### src/rtl/pmt_pkg.sv
/*
 Shared constants, types and timing helpers for the proximity
 measurement sequencer and its bus controller.
 Assumes one 50 MHz clock shared by both ends.
*/
package pmt_pkg;

    // ----------
    // clock
    // ----------
    localparam int CLK_MHZ  = 50;
    localparam int TICK_CYC = CLK_MHZ;

    // ----------
    // command codes
    // ----------
    localparam logic [7:0] CMD_CONF1  = 8'h00;
    localparam logic [7:0] CMD_CONF2  = 8'h03;
    localparam logic [7:0] CMD_CONF3  = 8'h04;
    localparam logic [7:0] CMD_THR_LO = 8'h05;
    localparam logic [7:0] CMD_THR_HI = 8'h06;
    localparam logic [7:0] CMD_RESULT = 8'hF8;
    localparam logic [7:0] CMD_FLAGS  = 8'hF9;

    // ----------
    // field positions
    // ----------
    localparam int F1_POWER   = 0;
    localparam int F1_CAL     = 7;
    localparam int F2_PER_LSB = 0;
    localparam int F2_ITB     = 2;
    localparam int F2_IT_LSB  = 3;
    localparam int F2_FORCE   = 6;
    localparam int F2_TRIG    = 7;
    localparam int F3_MPS_LSB = 0;
    localparam int FL_NEAR    = 0;
    localparam int FL_FAR     = 1;

    // ----------
    // reset values and corrupt read value
    // ----------
    localparam logic [15:0] CONF_RST    = 16'h0000;
    localparam logic [15:0] THR_LO_RST  = 16'h0000;
    localparam logic [15:0] THR_HI_RST  = 16'hFFFF;
    localparam logic [15:0] CORRUPT_VAL = 16'h07FF;

    // ----------
    // times in microseconds, spread ratio and init step count
    // ----------
    localparam int T_CANCEL_25_US = 450;
    localparam int T_CANCEL_50_US = 900;
    localparam int T_ITB_25_US    = 25;
    localparam int T_ITB_50_US    = 50;
    localparam int T_POR_US       = 2500;
    localparam int T_WR_STD_US    = 400;
    localparam int T_RD_STD_US    = 500;
    localparam int T_PER0_US      = 12500;
    localparam int T_PER1_US      = 25000;
    localparam int T_PER2_US      = 50000;
    localparam int T_PER3_US      = 100000;
    localparam int SPREAD_NUM     = 6;
    localparam int SPREAD_DEN     = 5;
    localparam int INIT_STEPS     = 6;

    typedef logic [16:0] pmt_us_t;

    function automatic pmt_us_t pmt_cancel_us(input logic itb);
        return itb ? 17'(T_CANCEL_50_US) : 17'(T_CANCEL_25_US);
    endfunction : pmt_cancel_us

    // it and mps are stored minus one
    function automatic pmt_us_t pmt_integ_us(input logic itb,
                                             input logic [2:0] it,
                                             input logic [2:0] mps);
        int base;
        base = itb ? T_ITB_50_US : T_ITB_25_US;
        return 17'(2 * (int'(it) + 1) * base * (int'(mps) + 1));
    endfunction : pmt_integ_us

    function automatic pmt_us_t pmt_period_us(input logic [1:0] sel);
        unique case (sel)
            2'h0:    return 17'(T_PER0_US);
            2'h1:    return 17'(T_PER1_US);
            2'h2:    return 17'(T_PER2_US);
            default: return 17'(T_PER3_US);
        endcase
    endfunction : pmt_period_us

endpackage : pmt_pkg

### src/rtl/pmt_link_if.sv
/*
 Command link between controller and sensor.
 Assumes both ends on the same clock.
*/
`timescale 1ns/10ps
interface pmt_link_if;
    logic        req;
    logic        wr;
    logic        rstart;
    logic [7:0]  cmd;
    logic [15:0] wdata;
    logic        ack;
    logic [15:0] rdata;
    logic        int_n;

    modport dev  (input  req, wr, rstart, cmd, wdata,
                  output ack, rdata, int_n);
    modport host (output req, wr, rstart, cmd, wdata,
                  input  ack, rdata, int_n);
endinterface : pmt_link_if

### src/rtl/pmt_timer.sv
/*
 Microsecond down-timer with a one-cycle done pulse.
 Assumes load_us is at least one.
*/
`timescale 1ns/10ps
module pmt_timer
    import pmt_pkg::*;
#(
    parameter int TICK = TICK_CYC
) (
    input  wire logic    clk_sys, // clock
    input  wire logic    rst,     // async reset
    input  wire logic    start,   // load pulse
    input  wire pmt_us_t load_us, // duration
    output logic         done,    // end pulse
    output logic         busy     // counting
);
    logic [15:0] pre_r;
    pmt_us_t     left_r;
    logic        tick;

    assign tick = (pre_r == 16'(TICK - 1));
    assign busy = (left_r != '0);

    always_ff @(posedge clk_sys or posedge rst) begin
        if (rst) begin
            pre_r  <= '0;
            left_r <= '0;
        end else if (start) begin
            pre_r  <= '0;
            left_r <= load_us;
        end else if (busy) begin
            pre_r  <= tick ? 16'h0000 : pre_r + 16'h0001;
            if (tick) begin
                left_r <= left_r - 17'h00001;
            end
        end
    end

    always_ff @(posedge clk_sys or posedge rst) begin
        if (rst) begin
            done <= 1'b0;
        end else begin
            done <= !start && tick && (left_r == 17'h00001);
        end
    end
endmodule : pmt_timer

### src/rtl/pmt_sensor.sv
/*
 Sensor end: command registers, measurement sequencer,
 event flags and interrupt line.
 Assumes ambient and reflected levels come from same-clock logic.
*/
// How it works
// - sample ambient first, subtract it from reflection
// - cancel step 450 us or 900 us
// - active time within spread of formula
// - controller waits active plus period after trigger
// - auto mode: one measurement per period
// - controller waits power-on interval before writes
// - controller init order, then power and calibration
// - interrupt low: read flags then result
// - controller spaces transactions by byte budget
// - controller waits for interrupt, no polling
// - reads need repeated start, else corrupt data
// - event flags stay set until flag read
`timescale 1ns/10ps
module pmt_sensor
    import pmt_pkg::*;
#(
    parameter int TICK = TICK_CYC
) (
    input  wire logic        clk_sys,     // clock
    input  wire logic        rst,         // async reset
    pmt_link_if.dev          link,        // controller link
    input  wire logic [15:0] ambient_lvl, // background level
    input  wire logic [15:0] reflect_lvl, // total reflection
    output logic             emitter_on,  // pulse phase
    output logic             measuring    // active phase
);

    typedef enum logic [1:0] {D_OFF, D_CANCEL, D_INTEG, D_WAIT} pmt_dst_t;

    // ----------
    // registers
    // ----------
    logic [15:0] conf1_r;
    logic [15:0] conf2_r;
    logic [15:0] conf3_r;
    logic [15:0] thr_lo_r;
    logic [15:0] thr_hi_r;
    logic [15:0] result_r;
    logic [15:0] amb_r;
    logic [1:0]  flags_r;
    logic [1:0]  flags_nxt;
    logic        trig_r;
    logic        ack_r;
    logic [15:0] rdata_r;
    logic        int_n_r;
    pmt_dst_t    st_r;
    logic        tmr_go_r;
    pmt_us_t     tmr_us_r;
    logic        tmr_done;

    // ----------
    // decode
    // ----------
    logic        wr_hit;
    logic        rd_hit;
    logic        itb;
    logic [2:0]  it_m1;
    logic [2:0]  mps_m1;
    logic        power;
    logic        force_md;
    logic        meas_done;
    logic [15:0] res_nxt;
    logic [1:0]  flag_set;
    logic        flag_clr;

    assign wr_hit   = link.req && link.wr;
    assign rd_hit   = link.req && !link.wr;
    assign itb      = conf2_r[F2_ITB];
    assign it_m1    = conf2_r[F2_IT_LSB +: 3];
    assign mps_m1   = conf3_r[F3_MPS_LSB +: 3];
    assign power    = conf1_r[F1_POWER];
    assign force_md = conf2_r[F2_FORCE];

    assign meas_done = (st_r == D_INTEG) && tmr_done;
    // background level removed, clamped at zero
    assign res_nxt = (reflect_lvl > amb_r) ? reflect_lvl - amb_r
                                           : 16'h0000;

    assign flag_set[FL_NEAR] = meas_done && (res_nxt > thr_hi_r);
    assign flag_set[FL_FAR]  = meas_done && (res_nxt < thr_lo_r);
    assign flag_clr  = rd_hit && (link.cmd == CMD_FLAGS);
    // new event beats the clearing read
    assign flags_nxt = (flags_r & {2{!flag_clr}}) | flag_set;

    // ----------
    // register writes
    // ----------
    always_ff @(posedge clk_sys or posedge rst) begin
        if (rst) begin
            conf1_r  <= CONF_RST;
            conf2_r  <= CONF_RST;
            conf3_r  <= CONF_RST;
            thr_lo_r <= THR_LO_RST;
            thr_hi_r <= THR_HI_RST;
        end else if (wr_hit) begin
            unique case (link.cmd)
                CMD_CONF1:  conf1_r  <= link.wdata;
                CMD_CONF2:  conf2_r  <= link.wdata & ~(16'h0001 << F2_TRIG);
                CMD_CONF3:  conf3_r  <= link.wdata;
                CMD_THR_LO: thr_lo_r <= link.wdata;
                CMD_THR_HI: thr_hi_r <= link.wdata;
                default: ;
            endcase
        end
    end

    // trigger held until a forced measurement starts
    always_ff @(posedge clk_sys or posedge rst) begin
        if (rst) begin
            trig_r <= 1'b0;
        end else if (wr_hit && link.cmd == CMD_CONF2 && link.wdata[F2_TRIG]) begin
            trig_r <= 1'b1;
        end else if (st_r == D_OFF && power) begin
            trig_r <= 1'b0;
        end
    end

    // ----------
    // read port
    // ----------
    always_ff @(posedge clk_sys or posedge rst) begin
        if (rst) begin
            ack_r   <= 1'b0;
            rdata_r <= '0;
        end else begin
            ack_r <= link.req;
            if (rd_hit && !link.rstart) begin
                rdata_r <= CORRUPT_VAL;
            end else if (rd_hit) begin
                unique case (link.cmd)
                    CMD_CONF1:  rdata_r <= conf1_r;
                    CMD_CONF2:  rdata_r <= conf2_r;
                    CMD_CONF3:  rdata_r <= conf3_r;
                    CMD_THR_LO: rdata_r <= thr_lo_r;
                    CMD_THR_HI: rdata_r <= thr_hi_r;
                    CMD_RESULT: rdata_r <= result_r;
                    CMD_FLAGS:  rdata_r <= {14'h0000, flags_r};
                    default:    rdata_r <= 16'h0000;
                endcase
            end
        end
    end

    // ----------
    // flags and interrupt
    // ----------
    always_ff @(posedge clk_sys or posedge rst) begin
        if (rst) begin
            flags_r <= 2'h0;
            int_n_r <= 1'b1;
        end else begin
            flags_r <= flags_nxt;
            int_n_r <= !(|flags_nxt);
        end
    end

    // ----------
    // measurement sequencer
    // ----------
    always_ff @(posedge clk_sys or posedge rst) begin
        if (rst) begin
            st_r     <= D_OFF;
            tmr_go_r <= 1'b0;
            tmr_us_r <= '0;
            amb_r    <= '0;
            result_r <= '0;
        end else begin
            tmr_go_r <= 1'b0;
            if (!power) begin
                st_r <= D_OFF;
            end else begin
                unique case (st_r)
                    D_OFF: begin
                        if (!force_md || trig_r) begin
                            st_r     <= D_CANCEL;
                            amb_r    <= ambient_lvl;
                            tmr_go_r <= 1'b1;
                            tmr_us_r <= pmt_cancel_us(itb);
                        end
                    end
                    D_CANCEL: begin
                        if (tmr_done) begin
                            st_r     <= D_INTEG;
                            tmr_go_r <= 1'b1;
                            tmr_us_r <= pmt_integ_us(itb, it_m1, mps_m1);
                        end
                    end
                    D_INTEG: begin
                        if (tmr_done) begin
                            result_r <= res_nxt;
                            st_r     <= force_md ? D_OFF : D_WAIT;
                            tmr_go_r <= !force_md;
                            // rest of the period after the active part
                            tmr_us_r <= pmt_period_us(conf2_r[F2_PER_LSB +: 2])
                                        - pmt_cancel_us(itb)
                                        - pmt_integ_us(itb, it_m1, mps_m1);
                        end
                    end
                    D_WAIT: begin
                        if (tmr_done) begin
                            st_r <= D_OFF;
                        end
                    end
                endcase
            end
        end
    end

    always_ff @(posedge clk_sys or posedge rst) begin
        if (rst) begin
            emitter_on <= 1'b0;
            measuring  <= 1'b0;
        end else begin
            emitter_on <= power && (st_r == D_INTEG);
            measuring  <= power && (st_r == D_CANCEL || st_r == D_INTEG);
        end
    end

    pmt_timer #(
        .TICK    (TICK)
    ) u_tmr (
        .clk_sys (clk_sys),
        .rst     (rst),
        .start   (tmr_go_r),
        .load_us (tmr_us_r),
        .done    (tmr_done),
        .busy    ()
    );

    // ----------
    // link drive
    // ----------
    assign link.ack   = ack_r;
    assign link.rdata = rdata_r;
    assign link.int_n = int_n_r;

endmodule : pmt_sensor

### src/flat_wrapper.sv
// flat-port wrapper written by rule: the top's interface ports become plain ports
module pmt_sensor_flat import pmt_pkg::*;
#(
    parameter int TICK = TICK_CYC
)
  (clk_sys, rst, ambient_lvl, reflect_lvl, emitter_on, measuring, link_req, link_wr, link_rstart, link_cmd, link_wdata, link_ack, link_rdata, link_int_n);
  pmt_link_if link_i ();
  input  wire logic clk_sys;
  input  wire logic rst;
  input  wire logic [15:0] ambient_lvl;
  input  wire logic [15:0] reflect_lvl;
  output logic emitter_on;
  output logic measuring;
  input wire logic [$bits(link_i.req)-1:0] link_req;
  input wire logic [$bits(link_i.wr)-1:0] link_wr;
  input wire logic [$bits(link_i.rstart)-1:0] link_rstart;
  input wire logic [$bits(link_i.cmd)-1:0] link_cmd;
  input wire logic [$bits(link_i.wdata)-1:0] link_wdata;
  output wire logic [$bits(link_i.ack)-1:0] link_ack;
  output wire logic [$bits(link_i.rdata)-1:0] link_rdata;
  output wire logic [$bits(link_i.int_n)-1:0] link_int_n;
  assign link_i.req = link_req;
  assign link_i.wr = link_wr;
  assign link_i.rstart = link_rstart;
  assign link_i.cmd = link_cmd;
  assign link_i.wdata = link_wdata;
  assign link_ack = link_i.ack;
  assign link_rdata = link_i.rdata;
  assign link_int_n = link_i.int_n;
  pmt_sensor #(.TICK(TICK)) u_core (.clk_sys(clk_sys), .rst(rst), .link(link_i), .ambient_lvl(ambient_lvl), .reflect_lvl(reflect_lvl), .emitter_on(emitter_on), .measuring(measuring));
endmodule
### config.mk
export PLATFORM = sky130hd
export DESIGN_NAME = pmt_sensor_flat
export DESIGN_NICKNAME = d
export VERILOG_FILES = /design/src/rtl/pmt_pkg.sv /design/src/rtl/pmt_link_if.sv /design/src/rtl/pmt_timer.sv /design/src/rtl/pmt_sensor.sv /design/src/flat_wrapper.sv
export SDC_FILE = /design/constraint.sdc
export NUM_CORES = 1
export LEC_CHECK = 0
export BUFFER_PORTS_ARGS = -buffer_cell sky130_fd_sc_hd__buf_2
export CAP_MARGIN = 10
export CORE_MARGIN = 2
export CORE_UTILIZATION = 50
export DETAILED_ROUTE_END_ITERATION = 7
export PLACE_DENSITY = 0.68
export SLEW_MARGIN = 40
export SYNTH_ARGS = -nofsm -noshare
export SYNTH_HDL_FRONTEND = slang
export SYNTH_SLANG_ARGS = --single-unit
### constraint.sdc
create_clock -name clk_sys -period 8.87 [get_ports clk_sys]
set_input_delay 0.887 -clock clk_sys [delete_from_list [all_inputs] [get_ports clk_sys]]
set_output_delay 0.887 -clock clk_sys [all_outputs]
set_load 0.05 [all_outputs]
==> impl_metrics.toml <==
[placed_design]
port_buffers = 80
place_area_mm2 = 0.0140
gp_congestion = 0.920
dp_hpwl_um = 25600

[route]
ant_nets = 0
vias_per_cell = 5.84
dr.pass1.iters = 6
wl_per_cell_um = 17.9
via_count = 11056
drt_wl_total_um = 33900
drt_iter0_markers = 898
route.detailed.drc = 0

[logic_synthesis]
yosysUniqueCellTypes = 76
synth_edf_count = 0
synth_area_per_cell_um2 = 8.94
synth-main-ff-cell = "dfrtp_1"
muxShareOfSynthArea_pct = 5.02
synth-async-reset-ratio_pct = 100
synth_top_family_by_area = "compound AO/OA/AOI/OAI gates"
synth_compound_area_share_pct = 18.9
syn_area_mm2 = 0.0134
synthCells = 1498
synth_area_leaders = "dfrtp_1, ha_1, o21ai_0, inv_1, nor2_1"
yosysWarnings = 0
synth.net_count = 1724
synth_fa_ha_area_share_pct = 16.8
synthSimpleGateAreaFrac_pct = 15.1
synth_common_cells = "dfrtp_1, o21ai_0, inv_1, ha_1, nor2_1"
synth_xor_area_share_pct = 2.81
yosysMostFrequentCell = "dfrtp_1"
ys_ff_latch = 187
yosysTopAreaCell = "dfrtp_1"
synth_top_area_share_pct = 31.8
ys_seq_area_share_pct = 35.1

[sta]
setup_viol = 0
drv_slew = 0
max-slew-margin-rel_pct = 47.5
fmax_ghz = 0.127
fin_crit_ps = 7900
tightestPinTransition_ps = 782
setup-tns-final_ps = 0
finClkSkew_ps = 18.1
final-hold-violation-count = 0
finalCritPeriodShare_pct = 89.0
rsz0062_at_grt = "false"

[global_route]
grt_pass1_wl_um = 55600
grt_overflow = 0
track_usage_pct = 24.6
antenna_found_initial = 1
grt_max_degree = 135
grt_pass1_vias = 10793

[final_layout]
final_cell_area_mm2 = 0.0146
nets = 1770
drive_above_1_share_pct = 13.2
area_delta_synth_final_pct = 9.12

[power_and_ir_drop]
p_per_area_mw_per_mm2 = 193
leakage_nw = 7.31
vdd.ir_drop.worst_v = 0.000131

[floorplan]
rows = 59
start_util_pct = 51.1
core_area_mm2 = 0.0262
dieArea_mm2 = 0.0281
boundaryPins = 81
die_w_um = 168
die_h_um = 168

[status]
status = "completed"

[worst_setup_path]
endpoint_kind = "flop"
worstPathMaxFanout = 15
critPathRequiredTime_ps = 9200
worstReg2RegStart = "u_core.conf2_r[2]"
critPathLaunch = "u_core.conf2_r[2]"
crit_type = "flop to flop"
arrival_ps = 8230
cp_common_cell = "ha_1"
max_stage_delay_ps = 730
worst_path_max_delay_cell = "dfrtp_1"
start_kind = "flop"

[clock_tree]
ctsResizeCount = 0
cts_setup_buffers = 0
cts_tree = "done"
clock-root-buffer = "clkbuf_16"
insertion_delay_ps = 440
postCtsHoldBufs = 0
cts_buffers = 17
cts.sinks = 187
htree_levels = 4
cts.path.max_buffers = 2
cts.clk_slew.worst_paths_ps = 80

[run]
maxCapViolations = 0

[min_path]
min_path_type = "flop to flop"
holdCritStartpoint = "u_core.result_r[0]"
## final timing paths
check,endpoint,slack [ps],depth (start not counted)
setup / recovery,u_core.tmr_us_r[16],970,30
hold / removal,u_core.result_r[0],490,2
setup reg to reg,u_core.tmr_us_r[16],970,30
hold reg to reg,u_core.result_r[0],490,2
max in group asynchronous,u_core.conf1_r[6],7070,3
min in group asynchronous,u_core.u_tmr.pre_r[4],530,2
## cell type report
| class | instances | area, um^2 |
|---|---|---|
| fillers | 2333 | 11600 |
| multi-input cells | 1098 | 7880 |
| flip-flops and latches | 187 | 4700 |
| inverters | 149 | 572 |
| repair buffers | 91 | 483 |
| clock buffers | 19 | 443 |
| well taps | 335 | 419 |
| clock inverters | 13 | 109 |
| diodes | 1 | 2.50 |
## flip-flops by register name, indices dropped and copies added, names as in the netlist, 2 cells and up
name / cells
u_core.thr_hi_r: 16
u_core.u_tmr.left_r: 17
u_core.thr_lo_r: 16
u_core.conf1_r: 16
u_core.st_r: 2
u_core.flags_r: 2
u_core.result_r: 16
u_core.link.rdata: 16
u_core.conf3_r: 16
u_core.conf2_r: 15
u_core.tmr_us_r: 16
u_core.amb_r: 16
u_core.u_tmr.pre_r: 16
## metrics by stage
step | hold slack, ps | total power [W] | utilization, % | worst slack, ps | cells
5_1_grt | 512 | 0.00301 | 55.7 | 351 | 1892
3_3_place_gp | 463 | 0.00206 | 53.5 | 1170 | 1857
6_report | 491 | 0.00282 | 55.8 | 971 | 1893
4_1_cts | 492 | 0.00282 | 55.7 | 979 | 1891
3_5_place_dp | 475 | 0.00209 | 53.6 | 1010 | 1859
2_1_floorplan | 448 | 0.00181 | - | 1560 | 1498
## layout by cell type (no fill, tap or decap), drive strengths merged, types with 24 or more instances in the layout
master  count
xnor2      25
nand2     135
fa         25
o31ai      25
buf        91
a21oi      60
ha        140
o21ai     158
nor2      139
mux2       49
dfrtp     170
a22oi      25
inv       155
nor3       24
## power breakdown
group | internal [W] | total (W) | switching (W)
logic | 0.000396 | 0.00108 | 0.000680
clock network | 0.000375 | 0.000735 | 0.000359
registers | 0.000946 | 0.00101 | 0.0000682
total | 0.00172 | 0.00282 | 0.00111
## worst max-delay path, delay by kind of cell (launching register included)
kind                       cells  cell delay (ps)
xor gates and xnor gates       3              570
DFF                            1              730
and+or+nand+nor                3              520
adders and majority gates      9             3360
AOI/OAI and AO/OA             11             2240
buffers and inverters          4              390
## metal layers
metal	vias to the layer above	track usage [%]	share of wire [%]
li1	5369	-	-
met1	5357	34.2	46
met2	296	40.6	47
met3	34	3.78	5.4
met4	0	6.01	1.5
met5	-	0	0
## kinds of logic after synthesis
kind of cell    after synthesis
simple gates                427
mux                          61
compound gates              401
other cells                   1
flops                       187
buf+inv                     213
fa+ha+maj                   165
xor+xnor                     43
Note: power is estimated with default switching activity, not from simulation.
